$ cat src/design/stm_pkg.sv
/*
  constants for the supply and temperature monitor control block:
  register indices, field positions, reset values, timing counts.
  assumes a 100 MHz clock and an axi4-lite register bus with 32-bit data.
*/
package stm_pkg;

  // printed offsets are register indices; byte address is four times the index
  localparam logic [11:0] IDX_PERIOD_CFG   = 12'h480;
  localparam logic [11:0] IDX_MODE_CFG     = 12'h481;
  localparam logic [11:0] IDX_THRESH_CFG   = 12'h482;
  localparam logic [11:0] IDX_TEMP_STAT    = 12'h483;
  localparam logic [11:0] IDX_SUPPLY_STAT  = 12'h484;
  localparam logic [11:0] IDX_EVENT_STAT   = 12'h485;
  localparam logic [11:0] IDX_EVENT_MASK   = 12'h486;
  localparam int          ADDR_W           = 14;

  // field positions
  localparam int PERIOD_LSB   = 0;
  localparam int MODE_START   = 0;
  localparam int MODE_PERIODIC = 1;
  localparam int UV_LSB       = 12;
  localparam int OV_LSB       = 8;
  localparam int OT_LSB       = 0;
  localparam int TEMP_LSB     = 0;
  localparam int IO_LSB       = 12;
  localparam int ANA_LSB      = 8;
  localparam int EV_UV        = 0;
  localparam int EV_OV        = 1;
  localparam int EV_OT        = 2;
  localparam int EV_DONE      = 3;

  // reset values
  localparam logic [3:0] PERIOD_RST   = 4'h2;
  localparam logic       PERIODIC_RST = 1'b1;
  localparam logic [2:0] UV_RST       = 3'h7;
  localparam logic [2:0] OV_RST       = 3'h0;
  localparam logic [2:0] OT_RST       = 3'h7;
  localparam logic [2:0] CODE_RST     = 3'h0;
  localparam logic [3:0] MASK_RST     = 4'h0;
  localparam logic [15:0] MODE_RSVD   = 16'h00a0;

  // timing: one period step is 16 ms
  localparam int CLK_HZ        = 100_000_000;
  localparam int STEP_MS       = 16;
  localparam int STEP_CYCLES   = CLK_HZ / 1000 * STEP_MS;

  // axi responses
  localparam logic [1:0] RESP_OKAY   = 2'h0;
  localparam logic [1:0] RESP_SLVERR = 2'h2;

  typedef enum logic [1:0] {
    STM_IDLE    = 2'b00,
    STM_MEASURE = 2'b01,
    STM_WAIT    = 2'b10
  } stm_state_t;

endpackage

$ cat src/design/stm_top.sv
/*
  supply and temperature monitor control: axi4-lite registers, start and
  periodic sequencing, status capture, threshold flags and interrupt.
  assumes the analog sensors answer a one-cycle request with a one-cycle
  done pulse carrying all three band codes, synchronous to aclk.
*/
`timescale 1ns/1ps

// Summary of operation
// - periodic interval is period field times 16 ms, field one is 16 ms
// - periodic bit one repeats measurement each period, zero runs once
// - writing one to start launches monitoring; bit self-clears, zero ignored
// - undervoltage threshold at bits 14:12 of threshold register, reset 111
// - voltage codes are eight bands from above +9% down below -16.5%
// - overvoltage threshold at bits 10:8, reset 000, same voltage bands
// - overtemperature threshold at bits 2:0, reset 111, temperature bands
// - io supply code read-only in bits 14:12 of supply status, reset 000
// - analog supply code read-only in bits 10:8 of supply status, reset 000
// - undervoltage indication output for general-purpose pin routing
module stm_top (
  input  wire logic        aclk,
  input  wire logic        aresetn,
  input  wire logic        aclk_en,
  input  wire logic [15:0] s_axi_awaddr,
  input  wire logic        s_axi_awvalid,
  output logic             s_axi_awready,
  input  wire logic [31:0] s_axi_wdata,
  input  wire logic [3:0]  s_axi_wstrb,
  input  wire logic        s_axi_wvalid,
  output logic             s_axi_wready,
  output logic [1:0]       s_axi_bresp,
  output logic             s_axi_bvalid,
  input  wire logic        s_axi_bready,
  input  wire logic [15:0] s_axi_araddr,
  input  wire logic        s_axi_arvalid,
  output logic             s_axi_arready,
  output logic [31:0]      s_axi_rdata,
  output logic [1:0]       s_axi_rresp,
  output logic             s_axi_rvalid,
  input  wire logic        s_axi_rready,
  output logic             sense_req,
  input  wire logic        sense_done,
  input  wire logic [2:0]  sense_temp,
  input  wire logic [2:0]  sense_io_supply,
  input  wire logic [2:0]  sense_analog_supply,
  output logic             undervoltage_ind,
  output logic             overvoltage_ind,
  output logic             overtemp_ind,
  output logic             irq
);

  logic [3:0]        period_reg;
  logic              periodic_reg;
  logic              start_reg;
  logic [2:0]        uv_reg;
  logic [2:0]        ov_reg;
  logic [2:0]        ot_reg;
  logic [2:0]        temp_reg;
  logic [2:0]        io_reg;
  logic [2:0]        ana_reg;
  logic [3:0]        ev_reg;
  logic [3:0]        mask_reg;
  logic              aw_held;
  logic              w_held;
  logic [15:0]       awaddr_reg;
  logic [31:0]       wdata_reg;
  logic [3:0]        wstrb_reg;
  stm_pkg::stm_state_t state_reg;
  logic [23:0]       step_cnt_reg;
  logic [3:0]        steps_left_reg;
  logic              uv_hit;
  logic              ov_hit;
  logic              ot_hit;
  logic              wr_fire;
  logic              wr_ok;
  logic [11:0]       wr_idx;
  logic [11:0]       rd_idx;
  logic              rd_ok;
  logic [31:0]       rd_word;
  logic [3:0]        ev_set;
  logic [3:0]        clr_mask;
  logic              start_wr;
  logic              step_done;

  localparam logic [23:0] STEP_LAST = 24'(stm_pkg::STEP_CYCLES - 1);
  // write address and data are captured independently, then joined
  assign s_axi_awready = !aw_held && !s_axi_bvalid;
  assign s_axi_wready  = !w_held && !s_axi_bvalid;
  assign wr_fire       = aw_held && w_held && !s_axi_bvalid;
  assign wr_idx        = awaddr_reg[stm_pkg::ADDR_W-1:2];
  assign wr_ok         = awaddr_reg[1:0] == 2'h0 && awaddr_reg[15:stm_pkg::ADDR_W] == 2'h0
                         && wr_idx >= stm_pkg::IDX_PERIOD_CFG && wr_idx <= stm_pkg::IDX_EVENT_MASK;
  always_ff @(posedge aclk)
  begin
    if (!aresetn)
    begin
      aw_held    <= 1'b0;
      w_held     <= 1'b0;
      awaddr_reg <= 16'h0000;
      wdata_reg  <= 32'h0000_0000;
      wstrb_reg  <= 4'h0;
    end
    else if (aclk_en)
    begin
      if (s_axi_awvalid && s_axi_awready)
      begin
        aw_held    <= 1'b1;
        awaddr_reg <= s_axi_awaddr;
      end
      else if (wr_fire)
        aw_held <= 1'b0;
      if (s_axi_wvalid && s_axi_wready)
      begin
        w_held    <= 1'b1;
        wdata_reg <= s_axi_wdata;
        wstrb_reg <= s_axi_wstrb;
      end
      else if (wr_fire)
        w_held <= 1'b0;
    end
  end

  // write response, slverr for an unmapped or misaligned address
  always_ff @(posedge aclk)
  begin
    if (!aresetn)
    begin
      s_axi_bvalid <= 1'b0;
      s_axi_bresp  <= stm_pkg::RESP_OKAY;
    end
    else if (aclk_en)
    begin
      if (wr_fire)
      begin
        s_axi_bvalid <= 1'b1;
        s_axi_bresp  <= wr_ok ? stm_pkg::RESP_OKAY : stm_pkg::RESP_SLVERR;
      end
      else if (s_axi_bready)
        s_axi_bvalid <= 1'b0;
    end
  end

  // configuration registers, low two byte lanes only
  always_ff @(posedge aclk)
  begin
    if (!aresetn)
    begin
      period_reg   <= stm_pkg::PERIOD_RST;
      periodic_reg <= stm_pkg::PERIODIC_RST;
      uv_reg       <= stm_pkg::UV_RST;
      ov_reg       <= stm_pkg::OV_RST;
      ot_reg       <= stm_pkg::OT_RST;
      mask_reg     <= stm_pkg::MASK_RST;
    end
    else if (aclk_en && wr_fire && wr_ok)
    begin
      unique case (wr_idx)
        stm_pkg::IDX_PERIOD_CFG:
          if (wstrb_reg[0])
            period_reg <= wdata_reg[stm_pkg::PERIOD_LSB +: 4];
        stm_pkg::IDX_MODE_CFG:
          if (wstrb_reg[0])
            periodic_reg <= wdata_reg[stm_pkg::MODE_PERIODIC];
        stm_pkg::IDX_THRESH_CFG:
        begin
          if (wstrb_reg[1])
          begin
            uv_reg <= wdata_reg[stm_pkg::UV_LSB +: 3];
            ov_reg <= wdata_reg[stm_pkg::OV_LSB +: 3];
          end
          if (wstrb_reg[0])
            ot_reg <= wdata_reg[stm_pkg::OT_LSB +: 3];
        end
        stm_pkg::IDX_EVENT_MASK:
          if (wstrb_reg[0])
            mask_reg <= wdata_reg[3:0];
        default: mask_reg <= mask_reg;
      endcase
    end
  end

  // start bit: set by a written one, cleared when the run launches
  assign start_wr = wr_fire && wr_ok && wr_idx == stm_pkg::IDX_MODE_CFG && wstrb_reg[0]
                    && wdata_reg[stm_pkg::MODE_START];
  always_ff @(posedge aclk)
  begin
    if (!aresetn)
      start_reg <= 1'b0;
    else if (aclk_en)
    begin
      if (start_wr)
        start_reg <= 1'b1;
      else if (state_reg == stm_pkg::STM_IDLE)
        start_reg <= 1'b0;
    end
  end

  // sequencer: request, wait for codes, then idle or count the period
  assign step_done = step_cnt_reg == STEP_LAST;
  always_ff @(posedge aclk)
  begin
    if (!aresetn)
    begin
      state_reg      <= stm_pkg::STM_IDLE;
      step_cnt_reg   <= 24'h000000;
      steps_left_reg <= 4'h0;
      sense_req      <= 1'b0;
    end
    else if (aclk_en)
    begin
      sense_req <= 1'b0;
      unique case (state_reg)
        stm_pkg::STM_IDLE:
          if (start_reg)
          begin
            sense_req <= 1'b1;
            state_reg <= stm_pkg::STM_MEASURE;
          end
        stm_pkg::STM_MEASURE:
          if (sense_done)
          begin
            step_cnt_reg <= 24'h000000;
            // zero period would be illegal; run it as one step
            steps_left_reg <= (period_reg == 4'h0) ? 4'h1 : period_reg;
            state_reg <= periodic_reg ? stm_pkg::STM_WAIT : stm_pkg::STM_IDLE;
          end
        stm_pkg::STM_WAIT:
          if (!periodic_reg)
            state_reg <= stm_pkg::STM_IDLE;
          else if (step_done)
          begin
            step_cnt_reg <= 24'h000000;
            if (steps_left_reg == 4'h1)
            begin
              sense_req <= 1'b1;
              state_reg <= stm_pkg::STM_MEASURE;
            end
            else
              steps_left_reg <= steps_left_reg - 4'h1;
          end
          else
            step_cnt_reg <= step_cnt_reg + 24'h000001;
        default: state_reg <= stm_pkg::STM_IDLE;
      endcase
    end
  end

  // status codes captured together from one completed measurement
  always_ff @(posedge aclk)
  begin
    if (!aresetn)
    begin
      temp_reg <= stm_pkg::CODE_RST;
      io_reg   <= stm_pkg::CODE_RST;
      ana_reg  <= stm_pkg::CODE_RST;
    end
    else if (aclk_en && state_reg == stm_pkg::STM_MEASURE && sense_done)
    begin
      temp_reg <= sense_temp;
      io_reg   <= sense_io_supply;
      ana_reg  <= sense_analog_supply;
    end
  end

  // threshold compares; higher voltage code is lower voltage
  stm_cmp u_cmp_uv_io (.code(io_reg), .limit(uv_reg), .above(1'b1), .beyond(uv_hit));
  stm_cmp u_cmp_ov_io (.code(io_reg), .limit(ov_reg), .above(1'b0), .beyond(ov_hit));
  stm_cmp u_cmp_ot    (.code(temp_reg), .limit(ot_reg), .above(1'b1), .beyond(ot_hit));

  // indications follow the latest io supply and temperature codes, not the analog supply code; undervoltage also feeds gpio routing
  always_ff @(posedge aclk)
  begin
    if (!aresetn)
    begin
      undervoltage_ind <= 1'b0;
      overvoltage_ind  <= 1'b0;
      overtemp_ind     <= 1'b0;
    end
    else if (aclk_en)
    begin
      undervoltage_ind <= uv_hit;
      overvoltage_ind  <= ov_hit;
      overtemp_ind     <= ot_hit;
    end
  end

  // sticky events set on completion; write one to clear, set wins
  assign ev_set[stm_pkg::EV_UV]   = state_reg == stm_pkg::STM_MEASURE && sense_done
                                    && (sense_io_supply > uv_reg || sense_analog_supply > uv_reg);
  assign ev_set[stm_pkg::EV_OV]   = state_reg == stm_pkg::STM_MEASURE && sense_done
                                    && (sense_io_supply < ov_reg || sense_analog_supply < ov_reg);
  assign ev_set[stm_pkg::EV_OT]   = state_reg == stm_pkg::STM_MEASURE && sense_done && sense_temp > ot_reg;
  assign ev_set[stm_pkg::EV_DONE] = state_reg == stm_pkg::STM_MEASURE && sense_done;
  assign clr_mask = (wr_fire && wr_ok && wr_idx == stm_pkg::IDX_EVENT_STAT && wstrb_reg[0])
                    ? wdata_reg[3:0] : 4'h0;
  always_ff @(posedge aclk)
  begin
    if (!aresetn)
      ev_reg <= 4'h0;
    else if (aclk_en)
      ev_reg <= (ev_reg & ~clr_mask) | ev_set;
  end

  // interrupt level: any unmasked sticky event
  assign irq = |(ev_reg & mask_reg);
  // read path
  assign s_axi_arready = !s_axi_rvalid;
  assign rd_idx        = s_axi_araddr[stm_pkg::ADDR_W-1:2];
  assign rd_ok         = s_axi_araddr[1:0] == 2'h0 && s_axi_araddr[15:stm_pkg::ADDR_W] == 2'h0
                         && rd_idx >= stm_pkg::IDX_PERIOD_CFG && rd_idx <= stm_pkg::IDX_EVENT_MASK;
  always_comb
  begin
    rd_word = 32'h0000_0000;
    unique case (rd_idx)
      stm_pkg::IDX_PERIOD_CFG:  rd_word[3:0] = period_reg;
      stm_pkg::IDX_MODE_CFG:    rd_word[15:0] = stm_pkg::MODE_RSVD | {14'h0000, periodic_reg, start_reg};
      stm_pkg::IDX_THRESH_CFG:  rd_word[15:0] = {1'b0, uv_reg, 1'b0, ov_reg, 5'h00, ot_reg};
      stm_pkg::IDX_TEMP_STAT:   rd_word[2:0] = temp_reg;
      stm_pkg::IDX_SUPPLY_STAT: rd_word[15:0] = {1'b0, io_reg, 1'b0, ana_reg, 8'h00};
      stm_pkg::IDX_EVENT_STAT:  rd_word[3:0] = ev_reg;
      stm_pkg::IDX_EVENT_MASK:  rd_word[3:0] = mask_reg;
      default:                  rd_word = 32'h0000_0000;
    endcase
  end

  // read answer registered; unmapped reads give zero with slverr
  always_ff @(posedge aclk)
  begin
    if (!aresetn)
    begin
      s_axi_rvalid <= 1'b0;
      s_axi_rdata  <= 32'h0000_0000;
      s_axi_rresp  <= stm_pkg::RESP_OKAY;
    end
    else if (aclk_en)
    begin
      if (s_axi_arvalid && s_axi_arready)
      begin
        s_axi_rvalid <= 1'b1;
        s_axi_rdata  <= rd_ok ? rd_word : 32'h0000_0000;
        s_axi_rresp  <= rd_ok ? stm_pkg::RESP_OKAY : stm_pkg::RESP_SLVERR;
      end
      else if (s_axi_rready)
        s_axi_rvalid <= 1'b0;
    end
  end

endmodule

$ cat src/design/stm_cmp.sv
/*
  compares one measured band code against one threshold code.
  assumes codes grow as the quantity falls (voltage) or rises (temperature).
*/
`timescale 1ns/1ps
module stm_cmp (
  input  wire logic [2:0] code,
  input  wire logic [2:0] limit,
  input  wire logic       above,
  output logic            beyond
);

  // above: flag when code exceeds limit, else when below it
  assign beyond = above ? (code > limit) : (code < limit);

endmodule

$ cat config.mk
export PLATFORM = sky130hd
export DESIGN_NAME = stm_top
export DESIGN_NICKNAME = d
export VERILOG_FILES = /design/src/design/stm_pkg.sv /design/src/design/stm_top.sv /design/src/design/stm_cmp.sv
export SDC_FILE = /design/constraint.sdc
export NUM_CORES = 1
export LEC_CHECK = 0
export BUFFER_PORTS_ARGS = -buffer_cell sky130_fd_sc_hd__buf_4
export CORE_ASPECT_RATIO = 1.5
export CORE_UTILIZATION = 30
export CTS_CLUSTER_DIAMETER = 200
export DETAILED_ROUTE_END_ITERATION = 6
export PLACE_DENSITY = 0.58
export SYNTH_ARGS = -nofsm -noshare
export SYNTH_HDL_FRONTEND = slang
export SYNTH_SLANG_ARGS = --single-unit
$ cat constraint.sdc
create_clock -name aclk -period 3.3 [get_ports aclk]
set_input_delay 0.66 -clock aclk [delete_from_list [all_inputs] [get_ports aclk]]
set_output_delay 0.66 -clock aclk [all_outputs]
set_load 0.03 [all_outputs]
Yosys cells after proc, flatten, opt, wreduce, memory -nomap -nowiden
Cells that the tools add are included.

operators by class
  add/sub/neg operators = 2
  order comparisons = 12
  equal/unequal tests = 23
  muxes and demuxes = 38
  bitwise gates (word level) = 4
  reduce and logical (&&, ||, !) cells = 63

operator list
  operator                                                             count
  equality test 12 x 11 -> 1 bit, second input constant                12
  two-way mux 24 bit                                                   3
  one-hot mux 24 bit (2 select lines)                                  1
  one-hot mux 11 bit (3 select lines)                                  1
  logical AND 1 bit                                                    27
  adder 24 x 1 -> 24 bit, second input constant                        1
  equality test 24 x 21 -> 1 bit, second input constant                1
  greater-or-equal comparator 12 x 11 -> 1 bit, second input constant  2
  <= comparator 12 x 11 -> 1 bit, second input constant                2
  two-way mux 4 bit                                                    6
  one-hot mux 3 bit (6 select lines)                                   1
  AND reduction 2 bit                                                  9
  two-way mux 16 bit                                                   1
  two-way mux 2 bit                                                    8
  > comparator 3 bit                                                   5
  AND reduction 3 bit                                                  5
  two-way mux 1 bit                                                    13
  nonzero test 2 bit                                                   6
  logical NOT 2 bit                                                    5
  inequality test 2 bit, second input constant                         5
  less-than comparator 3 bit                                           3
  bitwise AND 4 bit                                                    2
  one-hot mux 4 bit (2 select lines)                                   1
  inequality test 3 bit, second input constant                         2
  other kinds (16)                                                     20

word-level totals
  register bits = 139
  bits of input ports = 86
  output and inout port bits = 46
  logic and storage cells = 170

Longest topological paths before layout
Gate-level depths: netlist (run 1).

  depth in word-level cells = 11
  mapped depth = 8
  gate-level depth less buffers = 7

By module
From an unflattened synthesis (run 1), not the netlist that was laid out.

unflattened totals
  cell total of the unflattened synthesis = 693
  area total of the unflattened synthesis = 5683.0 um2

modules (own cells, without submodules)
  module   times used  cells an instance  area an instance (um2)  seq. area each (um2)
  stm_top  1           654                5378.9                  2222.1
  stm_cmp  3           13                 101.3                   0.0

Worst setup path after synthesis (run 1)
No wires, ideal clock.

  path kind = input port to flip-flop
  from = in aclk_en
  to = reg step_cnt_reg[15]
  setup time = 0.071 ns
  arrival time = 2.379 ns
  data required time = 3.229 ns
  path slack = 0.850 ns
  stages on the path = 6
  path buffers = 1
  cells stage by stage = clkbuf_1 > nand4b_1 > a211oi_2 > nand3_1 > or4b_1 > a21oi_1

on the way
  longest elaborated chain between the ends = 1

RTL lines
  element                               RTL line        RTL
  from (decl)                           stm_top.sv:23   input wire logic aclk_en,
  AND reduction 4 bit (no source line)  --
  to (signal assigned)                  stm_top.sv:242  step_cnt_reg <= step_cnt_reg + 24'h000001;
  to (decl)                             stm_top.sv:69   logic [23:0] step_cnt_reg;

No other way between the ends.
A chain may end at the register's enable or synchronous reset.

Final worst setup path (run 1)
  from = reg awaddr_reg[5]
  to = reg mask_reg[2]

on the way
  longest elaborated chain between the ends = 5
  elaborated cells on any way between the ends = 7
  those cells by class = order compare: 2; eq/ne: 1; reduce/logical: 4

RTL lines
  element                                       RTL line        RTL
  from (decl)                                   stm_top.sv:65   logic [15:0] awaddr_reg;
  from (signal assigned)                        stm_top.sv:108  awaddr_reg <= s_axi_awaddr;
  greater-or-equal comparator 12 x 11 -> 1 bit  stm_top.sv:92   && wr_idx >= stm_pkg::IDX_PERIOD_CFG && wr_idx <= stm_pkg::IDX_EVENT_MASK;
  logical AND 1 bit (2 in series)               stm_top.sv:92
  logical AND 1 bit                             stm_top.sv:155  else if (aclk_en && wr_fire && wr_ok)
  AND reduction 3 bit (no source line) (*)      --
  to (signal assigned)                          stm_top.sv:153  mask_reg <= stm_pkg::MASK_RST;
  to (signal assigned)                          stm_top.sv:176  mask_reg <= wdata_reg[3:0];
  to (signal assigned)                          stm_top.sv:177  default: mask_reg <= mask_reg;
  to (decl)                                     stm_top.sv:62   logic [3:0] mask_reg;

Mark *: on every way between the ends. The rest lies on a longest branch, timed or not.

==> flow_metrics.env, run 1 <==
export IMPL_status="finished, violations left"
export IMPL_violations="DRC"
export IMPL_maxSlewViolCount=0
export IMPL_crit_arrival_ns=2.70
export IMPL_fin_skew_ns=0.009158
export IMPL_path_delay_family="simple AND/OR/NAND/NOR gates"
export IMPL_dr_pass1_iters=7
export IMPL_power_leakage_nw=2.659
export IMPL_diodes=0
export IMPL_postCtsSetupBuffers=0
export IMPL_port_buffers=85
export IMPL_power_frac_seq_pct=52.5
export IMPL_crit_type="flop to flop"
export IMPL_cts_sinks=111
export IMPL_cp_slowest_cell="or4_1"
export IMPL_areaGrowthSynthToFinish_pct=19.51
export IMPL_fmax_ghz=0.4033
export IMPL_worstSkewPairLatency_ns=0.35
export IMPL_final_antenna_net_count=0
export IMPL_synth_seq_area_share_pct=40.76
export IMPL_post_dp_hpwl_mm=10.12
export IMPL_critPathBufInv=0
export IMPL_syn_avg_cell_area_um2=8.198
export IMPL_cts_tree="done"
export IMPL_cts_resized=0
export IMPL_track_usage_pct=15.20
export IMPL_synth_flop_cell="dfxtp_1"
export IMPL_setup_viol_count_final=0
export IMPL_finalPower_mw=2.621
export IMPL_ios=132
export IMPL_rsz0062_at_grt="no"
export IMPL_combPwrFrac_pct=9.1
export IMPL_startpoint_type="flop"
export IMPL_ctsHoldBuffers=0
export IMPL_largest_register_ffs=24
export IMPL_max_slew_margin_pct=50.76
export IMPL_overflow=0
export IMPL_htreeDepth=3
export IMPL_cp_required_ns=3.52
export IMPL_path_cells="or4_1, or4_1, or4_4, mux2i_1, nor2_1"
export IMPL_yosys_register_bits=111
export IMPL_routed_wl_mm=13.44
export IMPL_die_area_um2=18730
export IMPL_nets=852
export IMPL_final_hold_violation_count=0
export IMPL_fin_setup_tns_ns=0
export IMPL_num_rows=60
export IMPL_antenna_found_initial=0
export IMPL_p_clk_share_pct=38.4
export IMPL_clk_pin_slew_ns=0.07
export IMPL_cts_buffer_depth=2
export IMPL_gp_congestion=0.7834
export IMPL_die_h_um=167.1
export IMPL_grt_pass1_vias=4536
export IMPL_ys_types=53
export IMPL_vdd_drop_max_mv=0.2173
export IMPL_drcViolationCount=7
export IMPL_period_minus_slack_ns=2.480
export IMPL_cp_end_kind="flop"
export IMPL_powerDensity_nw_per_um2=402.3
export IMPL_clockRootBuffer="clkbuf_16"
export IMPL_drive_gt1_share_pct=16.11
export IMPL_drtIter0Drc=189
export IMPL_intPower_mw=1.973
export IMPL_yosys_top_cells_area="dfxtp_1 (41%), nand2_1 (8.1%), ha_1 (5.5%), a21oi_1 (5.3%), mux2i_1 (3.5%)"
export IMPL_crit_fanout=7
export IMPL_dieWidth_um=112.1
export IMPL_cpPeakStageDelay_ns=0.65
export IMPL_grt_pass1_wl_mm=22.69
export IMPL_hold_slack_ns=0.4500
export IMPL_p_sw_share_pct=24.71
export IMPL_vias_per_cell=4.826
export IMPL_path_common_cell="or4_1"
export IMPL_core_area_um2=17870
export IMPL_yosys_warnings=0
export IMPL_grt_max_degree=49
export IMPL_avgRoutedWirePerCell_um=13.97
export IMPL_postSynthCellCount=665
export IMPL_vias=4643
export IMPL_synth_edff_count=0
export IMPL_period_share_pct=75.15
export IMPL_place_inst=948
export IMPL_synthArstFlopShare_pct=0
export IMPL_yosysTopAreaCellShare_pct=40.76
export IMPL_initial_core_util_pct=30.51
export IMPL_cts_buffers=9
export IMPL_synth_largest_area_cell="dfxtp_1"
export IMPL_final_cell_count_no_fill=962
export IMPL_maxCapViolations=0
export IMPL_worst_slew_pin_slew_ns=0.7318
export IMPL_p_sw_mw=0.6478
export IMPL_hold_path_class="flop to flop"
export IMPL_syn_area_um2=5451
-- tightest hold or removal path: cells and delay by family (launching register included) --
kind            cells  cell delay (ns)
compound gates      1             0.05
flops               1             0.31
simple gates        1             0.05
-- final timing paths --
check | slack (ns) | cells past startpoint | start | end
setup / recovery | 0.82 | 5 | awaddr_reg[5] | mask_reg[2]
hold / removal | 0.45 | 2 | awaddr_reg[8] | awaddr_reg[8]
setup reg to reg | 0.82 | 5 | awaddr_reg[5] | mask_reg[2]
hold reg to reg | 0.45 | 2 | awaddr_reg[8] | awaddr_reg[8]
-- Yosys cell counts, drive strengths merged (2+ instances only) --
cell    instances
nand2         118
and4b           2
inv            29
a21boi          3
a22o           13
a31oi           5
clkbuf         24
dfxtp         111
ha             24
mux2i          19
nor3           11
nand4b          5
a21oi          58
nor3b           4
or4b            3
nor4b           3
buf            28
a32oi           2
nand3b          4
or4             5
nand3          28
a211oi          4
nor2b           9
nor4            5
o211ai          8
or3             4
o22ai           2
nand4          11
xor2           17
and3            5
and4            3
nand2b          5
xnor2           2
a311o           2
nor2           47
o21a            4
o21ai          24
a21o            4
a22oi           5
-- logic make-up after synthesis --
group,after synthesis,synth area share (%)
adder cells (fa/ha/maj),24,5.508
flip-flops,111,40.76
AO/OA/AOI/OAI,138,15.74
buffers and inverters,81,7.322
AND/OR/NAND/NOR,272,24.05
multiplexers,19,3.489
XOR/XNOR,19,3.053
other,1,0.06879
-- layer usage --
metal  global-route usage (%)  vias up  part of all wire, %
met5                        0        -                    0
met4                    6.319        0                  2.1
met3                    2.497       13                  5.0
met2                    27.06      114                   50
met1                    17.95     2091                   43
li1                         -     2425                    -
-- layout by cell type (no fill, tap or decap), types with 10 or more instances in the layout --
cell,instances
buf_4,97
xor2_1,17
a22o_1,13
nand4_1,11
a21oi_1,58
nand3_1,28
o21ai_0,23
dfxtp_1,111
mux2i_1,19
nor3_1,10
conb_1,22
nand2_1,118
inv_1,28
ha_1,24
nor2_1,47
-- power by group through the flow --
stage               Combinational [mW]  Clock (mW)  Sequential, mW
floorplan                        0.158           0            1.41
global placement                 0.241           0            1.41
detailed placement               0.242           0            1.41
CTS                              0.242        1.04            1.38
global route                     0.265        1.08            1.38
finish                           0.240        1.01            1.38
-- area by class of cell --
| type | instances | area [um^2] |
|---|---|---|
| well taps | 217 | 271.5 |
| clock inverters | 4 | 23.77 |
| clock buffers | 10 | 239.0 |
| fillers | 1891 | 11350 |
| repair buffers | 97 | 728.2 |
| multi-input cells | 494 | 2922 |
| flip-flops and latches | 111 | 2222 |
| inverters | 29 | 108.9 |
-- through the flow --
step | area, um^2 | setup slack, ns | util, %
after CTS | 6515 | 0.8035 | 36.46
after floorplan | 5530 | 0.8501 | -
after global placement | 6252 | 0.6377 | 34.99
after global routing | 6515 | 0.7172 | 36.46
after detailed placement | 6252 | 0.6259 | 34.99
final | 6515 | 0.8202 | 36.46
No activity file was read; power rests on OpenSTA's default activity.
==> run 2: changes to the inputs <==
--- a/config.mk
+++ b/config.mk
@@ -5,12 +5,13 @@
 export SDC_FILE = /design/constraint.sdc
 export NUM_CORES = 1
 export LEC_CHECK = 0
+export ABC_AREA = 1
 export BUFFER_PORTS_ARGS = -buffer_cell sky130_fd_sc_hd__buf_4
 export CORE_ASPECT_RATIO = 1.5
 export CORE_UTILIZATION = 30
 export CTS_CLUSTER_DIAMETER = 200
 export DETAILED_ROUTE_END_ITERATION = 6
-export PLACE_DENSITY = 0.58
+export PLACE_DENSITY = 0.59
 export SYNTH_ARGS = -nofsm -noshare
 export SYNTH_HDL_FRONTEND = slang
 export SYNTH_SLANG_ARGS = --single-unit
==> constraint.sdc (replaced) <==
create_clock -name aclk -period 2.15 [get_ports aclk]
set_input_delay 0.43 -clock aclk [delete_from_list [all_inputs] [get_ports aclk]]
set_output_delay 0.43 -clock aclk [all_outputs]
set_load 0.03 [all_outputs]
==> run 2 against run 1 <==
- the flow now finishes without violations
- combinational power grew 130%
- critical path depth grew 7
- via count up 20%
- routed wire length increased by 14%
- area after synthesis up 7.3%
- register-to-register slack worse by 0.50 ns
- non-clock buffer count is 2 higher
- setup slack worse by 0.50 ns
- critical endpoint is now step_cnt_reg[20]
- largest cell class unchanged
==> flow_metrics.env, run 2 <==
export IMPL_status="finished clean"
export IMPL_worst_slew_pin_slew_ns=0.5733
export IMPL_final_antenna_net_count=0
export IMPL_grt_pass1_vias=5222
export IMPL_fmax_ghz=0.5453
export IMPL_whs_path_depth=3
export IMPL_gp_congestion=0.8269
export IMPL_cp_required_ns=2.44
export IMPL_combPwrFrac_pct=12.9
export IMPL_startpoint_type="flop"
export IMPL_cp_end_kind="flop"
export IMPL_power_frac_seq_pct=49.8
export IMPL_p_sw_share_pct=27.30
export IMPL_yosys_top_cells_area="dfxtp_1 (38%), nand2_1 (9.3%), nor2_1 (7.7%), a21oi_1 (6.3%), inv_1 (5.8%)"
export IMPL_final_cell_mix="nand2_1 (145), nor2_1 (120), dfxtp_1 (111)"
export IMPL_ctsHoldBuffers=0
export IMPL_overflow=0
export IMPL_syn_area_um2=5851
export IMPL_fin_setup_tns_ns=0
export IMPL_power_leakage_nw=3.019
export IMPL_synth_seq_area_share_pct=37.98
export IMPL_post_dp_cell_area_um2=6723
export IMPL_setup_viol_count_final=0
export IMPL_worstHoldStart="s_axi_wdata[10]"
export IMPL_clk_pin_slew_ns=0.08
export IMPL_period_share_pct=85.30
export IMPL_maxSlewViolCount=0
export IMPL_port_buffers=85
export IMPL_postCtsSetupBuffers=0
export IMPL_syn_avg_cell_area_um2=6.957
export IMPL_cts_tree="done"
export IMPL_maxCapViolations=0
export IMPL_final_hold_violation_count=0
export IMPL_rsz0062_at_grt="no"
export IMPL_core_area_um2=19160
export IMPL_htreeDepth=3
export IMPL_drtIter0Drc=268
export IMPL_areaGrowthSynthToFinish_pct=19.72
export IMPL_routed_wl_mm=15.30
export IMPL_vdd_drop_max_mv=0.4060
export IMPL_regToRegSetupSlack_ns=0.32
export IMPL_diodes=0
export IMPL_initial_core_util_pct=30.53
export IMPL_yosysTopAreaCellShare_pct=37.98
export IMPL_max_slew_margin_pct=61.48
export IMPL_num_rows=62
export IMPL_yosys_warnings=0
export IMPL_vias_per_cell=4.675
export IMPL_hold_path_class="input pin to flop"
export IMPL_powerDensity_nw_per_um2=617.0
export IMPL_fin_skew_ns=0.008605
export IMPL_ys_top_cells_by_count="nand2_1 (145), nor2_1 (120), dfxtp_1 (111)"
export IMPL_r2r_end="step_cnt_reg[20]"
export IMPL_nets=1039
export IMPL_cts_sinks=111
export IMPL_p_clk_share_pct=37.3
export IMPL_final_common_cell="nand2_1"
export IMPL_synthArstFlopShare_pct=0
export IMPL_synth_flop_cell="dfxtp_1"
export IMPL_postSynthCellCount=841
export IMPL_crit_arrival_ns=2.12
export IMPL_avgRoutedWirePerCell_um=12.87
export IMPL_grt_pass1_wl_mm=25.34
export IMPL_cts_buffer_depth=2
export IMPL_drcViolationCount=0
export IMPL_cts_buffers=9
export IMPL_antenna_found_initial=0
export IMPL_period_minus_slack_ns=1.834
export IMPL_reg2reg_depth=12
export IMPL_grt_max_degree=37
export IMPL_largest_register_ffs=24
export IMPL_clockRootBuffer="clkbuf_16"
export IMPL_vias=5559
export IMPL_yosys_register_bits=111
export IMPL_track_usage_pct=16.13
export IMPL_die_area_um2=20080
export IMPL_die_h_um=173.0
export IMPL_dr_pass1_iters=5
export IMPL_synth_largest_area_cell="dfxtp_1"
export IMPL_fin_area_um2=7004
export IMPL_ios=132
export IMPL_dieWidth_um=116.0
export IMPL_drive_gt1_share_pct=15.01
export IMPL_synth_edff_count=0
export IMPL_p_sw_mw=1.180
export IMPL_yosysMostFrequentCell="nand2_1"
export IMPL_reg2reg_from="step_cnt_reg[0]"
export IMPL_holdPathEnd="wdata_reg[10]"
export IMPL_post_dp_hpwl_mm=12.06
export IMPL_cts_resized=0
export IMPL_worstSkewPairLatency_ns=0.35
export IMPL_intPower_mw=3.142
export IMPL_ys_types=40
export IMPL_crit_type="flop to flop"
export IMPL_crit_fanout=5
==> run 2: cell count changes after synthesis, moves of 11 or more <==
cell | before | now
nor2_1 | 47 | 120
inv_1 | 28 | 91
o21ai_0 | 23 | 66
nand3_1 | 28 | 64
nand2_1 | 118 | 145
mux2i_1 | 19 | 0
a21oi_1 | 58 | 74
a22o_1 | 13 | 2
nor3_1 | 10 | 21
xor2_1 | 17 | 6
==> run 2: stage by stage <==
stage | power [mW] | hold slack (ns) | worst slack (ns) | instances | util, %
6_report | 4.322 | 0.3258 | 0.3160 | 1189 | 36.55
3_3_place_gp | 2.758 | 0.4414 | 0.1982 | 1174 | 35.09
2_1_floorplan | 2.581 | 0.4267 | 0.3960 | 862 | -
3_5_place_dp | 2.764 | 0.4455 | 0.1338 | 1174 | 35.09
5_1_grt | 4.539 | 0.3358 | 0.05104 | 1189 | 36.55
4_1_cts | 4.385 | 0.3174 | 0.2832 | 1189 | 36.55
==> run 2: metal layers <==
layer,share of wire [%],routed length [um],GRT usage [%],vias up
met3,2.3,348,3.190,19
met5,0,0,0,-
met1,40,6181,17.35,2556
met2,55,8428,30.23,75
met4,2.2,340,5.823,0
li1,-,-,-,2909
==> run 2: cell type report <==
cell class,count,area [um^2]
Fill cell,2127,12160
Clock inverter,5,42.54
Sequential cell,111,2222
Timing Repair Buffer,99,743.2
Tap cell,256,320.3
Multi-Input combinational cell,611,3068
Clock buffer,10,239.0
Inverter,97,369.1
==> run 2: power groups by stage <==
| stage | Clock, mW | Combinational [mW] | Sequential (mW) |
|---|---|---|---|
| CTS | 1.67 | 0.563 | 2.15 |
| detailed placement | 0 | 0.562 | 2.20 |
| floorplan | 0 | 0.374 | 2.21 |
| global placement | 0 | 0.557 | 2.20 |
| finish | 1.61 | 0.556 | 2.15 |
| global route | 1.75 | 0.623 | 2.16 |
==> run 2: cell families after synthesis <==
kind of cell,synth area share [%]
compound gates,15.18
xor+xnor,1.198
flops,37.98
fa+ha+maj,5.133
simple gates,29.51
other cells,0.06410
buf+inv,10.93
==> run 2: how the worst max path moves through the flow <==
| stage | startpoint | to | slack, ns |
|---|---|---|---|
| detailed placement | aclk_en | period_reg[3] | 0.13 |
| CTS | step_cnt_reg[0] | step_cnt_reg[18] | 0.28 |
| floorplan | s_axi_bvalid | awaddr_reg[10] | 0.40 |
| global route | step_cnt_reg[0] | step_cnt_reg[18] | 0.05 |
| global placement | aclk_en | period_reg[3] | 0.20 |
| finish | step_cnt_reg[0] | step_cnt_reg[20] | 0.32 |
==> run 2: worst max-delay path: stages, from the launching register on <==
cell	delay (ns)
dfxtp_1	0.38
ha_1	0.19
nand2_1	0.06
inv_1	0.08
nand3_1	0.09
nor2_2	0.14
buf_4	0.14
nand3_1	0.10
nor3_2	0.29
nand3_1	0.11
nand2_1	0.08
nand2_1	0.05
nor2_1	0.07
==> run 3: changes to the inputs <==
--- a/config.mk
+++ b/config.mk
@@ -11,7 +11,7 @@
 export CORE_UTILIZATION = 30
 export CTS_CLUSTER_DIAMETER = 200
 export DETAILED_ROUTE_END_ITERATION = 6
-export PLACE_DENSITY = 0.59
+export PLACE_DENSITY = 0.61
 export SYNTH_ARGS = -nofsm -noshare
 export SYNTH_HDL_FRONTEND = slang
 export SYNTH_SLANG_ARGS = --single-unit
==> run 3 against run 2 <==
- non-clock buffer count increased by 3
- die area did not move
- global-route usage shrank 0.20 points
- sequential cell count stayed put
- register-to-register slack got worse by 0.02 ns
- critical path type unchanged
- final cell count is 0.25% higher
- highest routed layer unchanged
- core utilization is 0.12 points higher
- first-iteration DRC count is 3.7% lower
==> flow_metrics.env, run 3 (synthesized netlist as in run 2, its figures left out) <==
export IMPL_rsz0062_at_grt="no"
export IMPL_dr_pass1_iters=4
export IMPL_cp_end_kind="flop"
export IMPL_ios=132
export IMPL_worstSkewPairLatency_ns=0.35
export IMPL_initial_core_util_pct=30.53
export IMPL_final_common_cell="nand2_1"
export IMPL_place_ws_ns=0.2154
export IMPL_fin_util_pct=36.67
export IMPL_num_rows=62
export IMPL_cts_resized=0
export IMPL_maxCapViolations=0
export IMPL_vias=5585
export IMPL_drive_gt1_share_pct=15.28
export IMPL_fin_area_um2=7027
export IMPL_period_minus_slack_ns=1.856
export IMPL_power_leakage_nw=3.035
export IMPL_clockRootBuffer="clkbuf_16"
export IMPL_path_delay_family="simple AND/OR/NAND/NOR gates"
export IMPL_crit_arrival_ns=2.10
export IMPL_fin_skew_ns=0.009544
export IMPL_die_area_um2=20080
export IMPL_place_inst=1177
export IMPL_cp_slowest_cell="dfxtp_1"
export IMPL_post_dp_cell_area_um2=6745
export IMPL_drtIter0Drc=258
export IMPL_nets=1042
export IMPL_setup_viol_count_final=0
export IMPL_drcViolationCount=0
export IMPL_powerDensity_nw_per_um2=617.0
export IMPL_post_dp_hpwl_mm=11.99
export IMPL_antenna_found_initial=0
export IMPL_setup_slack_ns=0.2941
export IMPL_diodes=0
export IMPL_avgRoutedWirePerCell_um=12.71
export IMPL_grt_max_degree=50
export IMPL_dieWidth_um=116.0
export IMPL_startpoint_type="flop"
export IMPL_status="finished clean"
export IMPL_hold_path_class="input pin to flop"
export IMPL_n_fill_cell=2099
export IMPL_final_hold_violation_count=0
export IMPL_final_antenna_net_count=0
export IMPL_fin_setup_tns_ns=0
export IMPL_cp_required_ns=2.39
export IMPL_critPathBufInv=2
export IMPL_vdd_drop_max_mv=0.3180
export IMPL_overflow=0
export IMPL_port_buffers=85
export IMPL_worst_slew_pin_slew_ns=0.5096
export IMPL_areaGrowthSynthToFinish_pct=20.10
export IMPL_crit_fanout=12
export IMPL_max_slew_margin_pct=65.77
export IMPL_postCtsSetupBuffers=0
export IMPL_gp_congestion=0.8242
export IMPL_core_area_um2=19160
export IMPL_final_cell_mix="nand2_1 (145), nor2_1 (120), dfxtp_1 (111)"
export IMPL_grt_pass1_vias=5388
export IMPL_cts_sinks=111
export IMPL_cpPeakStageDelay_ns=0.38
export IMPL_vias_per_cell=4.685
export IMPL_finalPower_mw=4.336
export IMPL_period_share_pct=86.32
export IMPL_cts_buffers=9
export IMPL_hold_slack_ns=0.3225
export IMPL_maxSlewViolCount=0
export IMPL_crit_type="flop to flop"
export IMPL_cts_tree="done"
export IMPL_ctsHoldBuffers=0
export IMPL_final_cell_count_no_fill=1192
export IMPL_track_usage_pct=15.93
export IMPL_largest_register_ffs=24
export IMPL_die_h_um=173.0
export IMPL_path_common_cell="nand2_1"
export IMPL_path_cells="ha_1, nand2_1, inv_1, nand3_1, nor2_2, nand3_1, nand2_1, nand2_1, nand2_4, inv_2, o21ai_0, nor2_1"
export IMPL_htreeDepth=3
export IMPL_grt_pass1_wl_mm=25.38
export IMPL_cts_buffer_depth=2
export IMPL_fmax_ghz=0.5388
export IMPL_routed_wl_mm=15.15
export IMPL_clk_pin_slew_ns=0.08
## run 3: report_power, final
group | internal, mW | switching [mW]
logic | 0.204 | 0.357
registers | 2.12 | 0.0371
clock network | 0.825 | 0.796
## run 3: layout make-up
cell class	count	area (um^2)	area share [%]
tap	256	320.3	4.558
clock inverter	5	42.54	0.6054
multi-input combinational	611	3068	43.66
timing repair buffer	102	765.7	10.90
inverter	97	369.1	5.253
sequential	111	2222	31.62
clock buffer	10	239.0	3.401
## run 3: layer usage
layer	track usage, %	vias to the layer above	share of wire, %
li1	-	2902	-
met1	17.11	2574	40
met2	30.06	84	55
met3	3.014	25	2.7
met4	5.609	0	2.3
met5	0	-	0
## run 3: worst paths after layout
kind	start	end	slack [ns]	cells past startpoint
setup / recovery	step_cnt_reg[0]	step_cnt_reg[14]	0.29	12
hold reg to reg	awaddr_reg[8]	awaddr_reg[8]	0.46	2
setup reg to reg	step_cnt_reg[0]	step_cnt_reg[14]	0.29	12
hold / removal	s_axi_wdata[10]	wdata_reg[10]	0.32	3
## run 3: worst min-delay path, delay by kind of cell
kind                   cells  cell delay [ns]
buffers and inverters      1             0.07
AO/OA/AOI/OAI              1             0.07
AND/OR/NAND/NOR            1             0.07
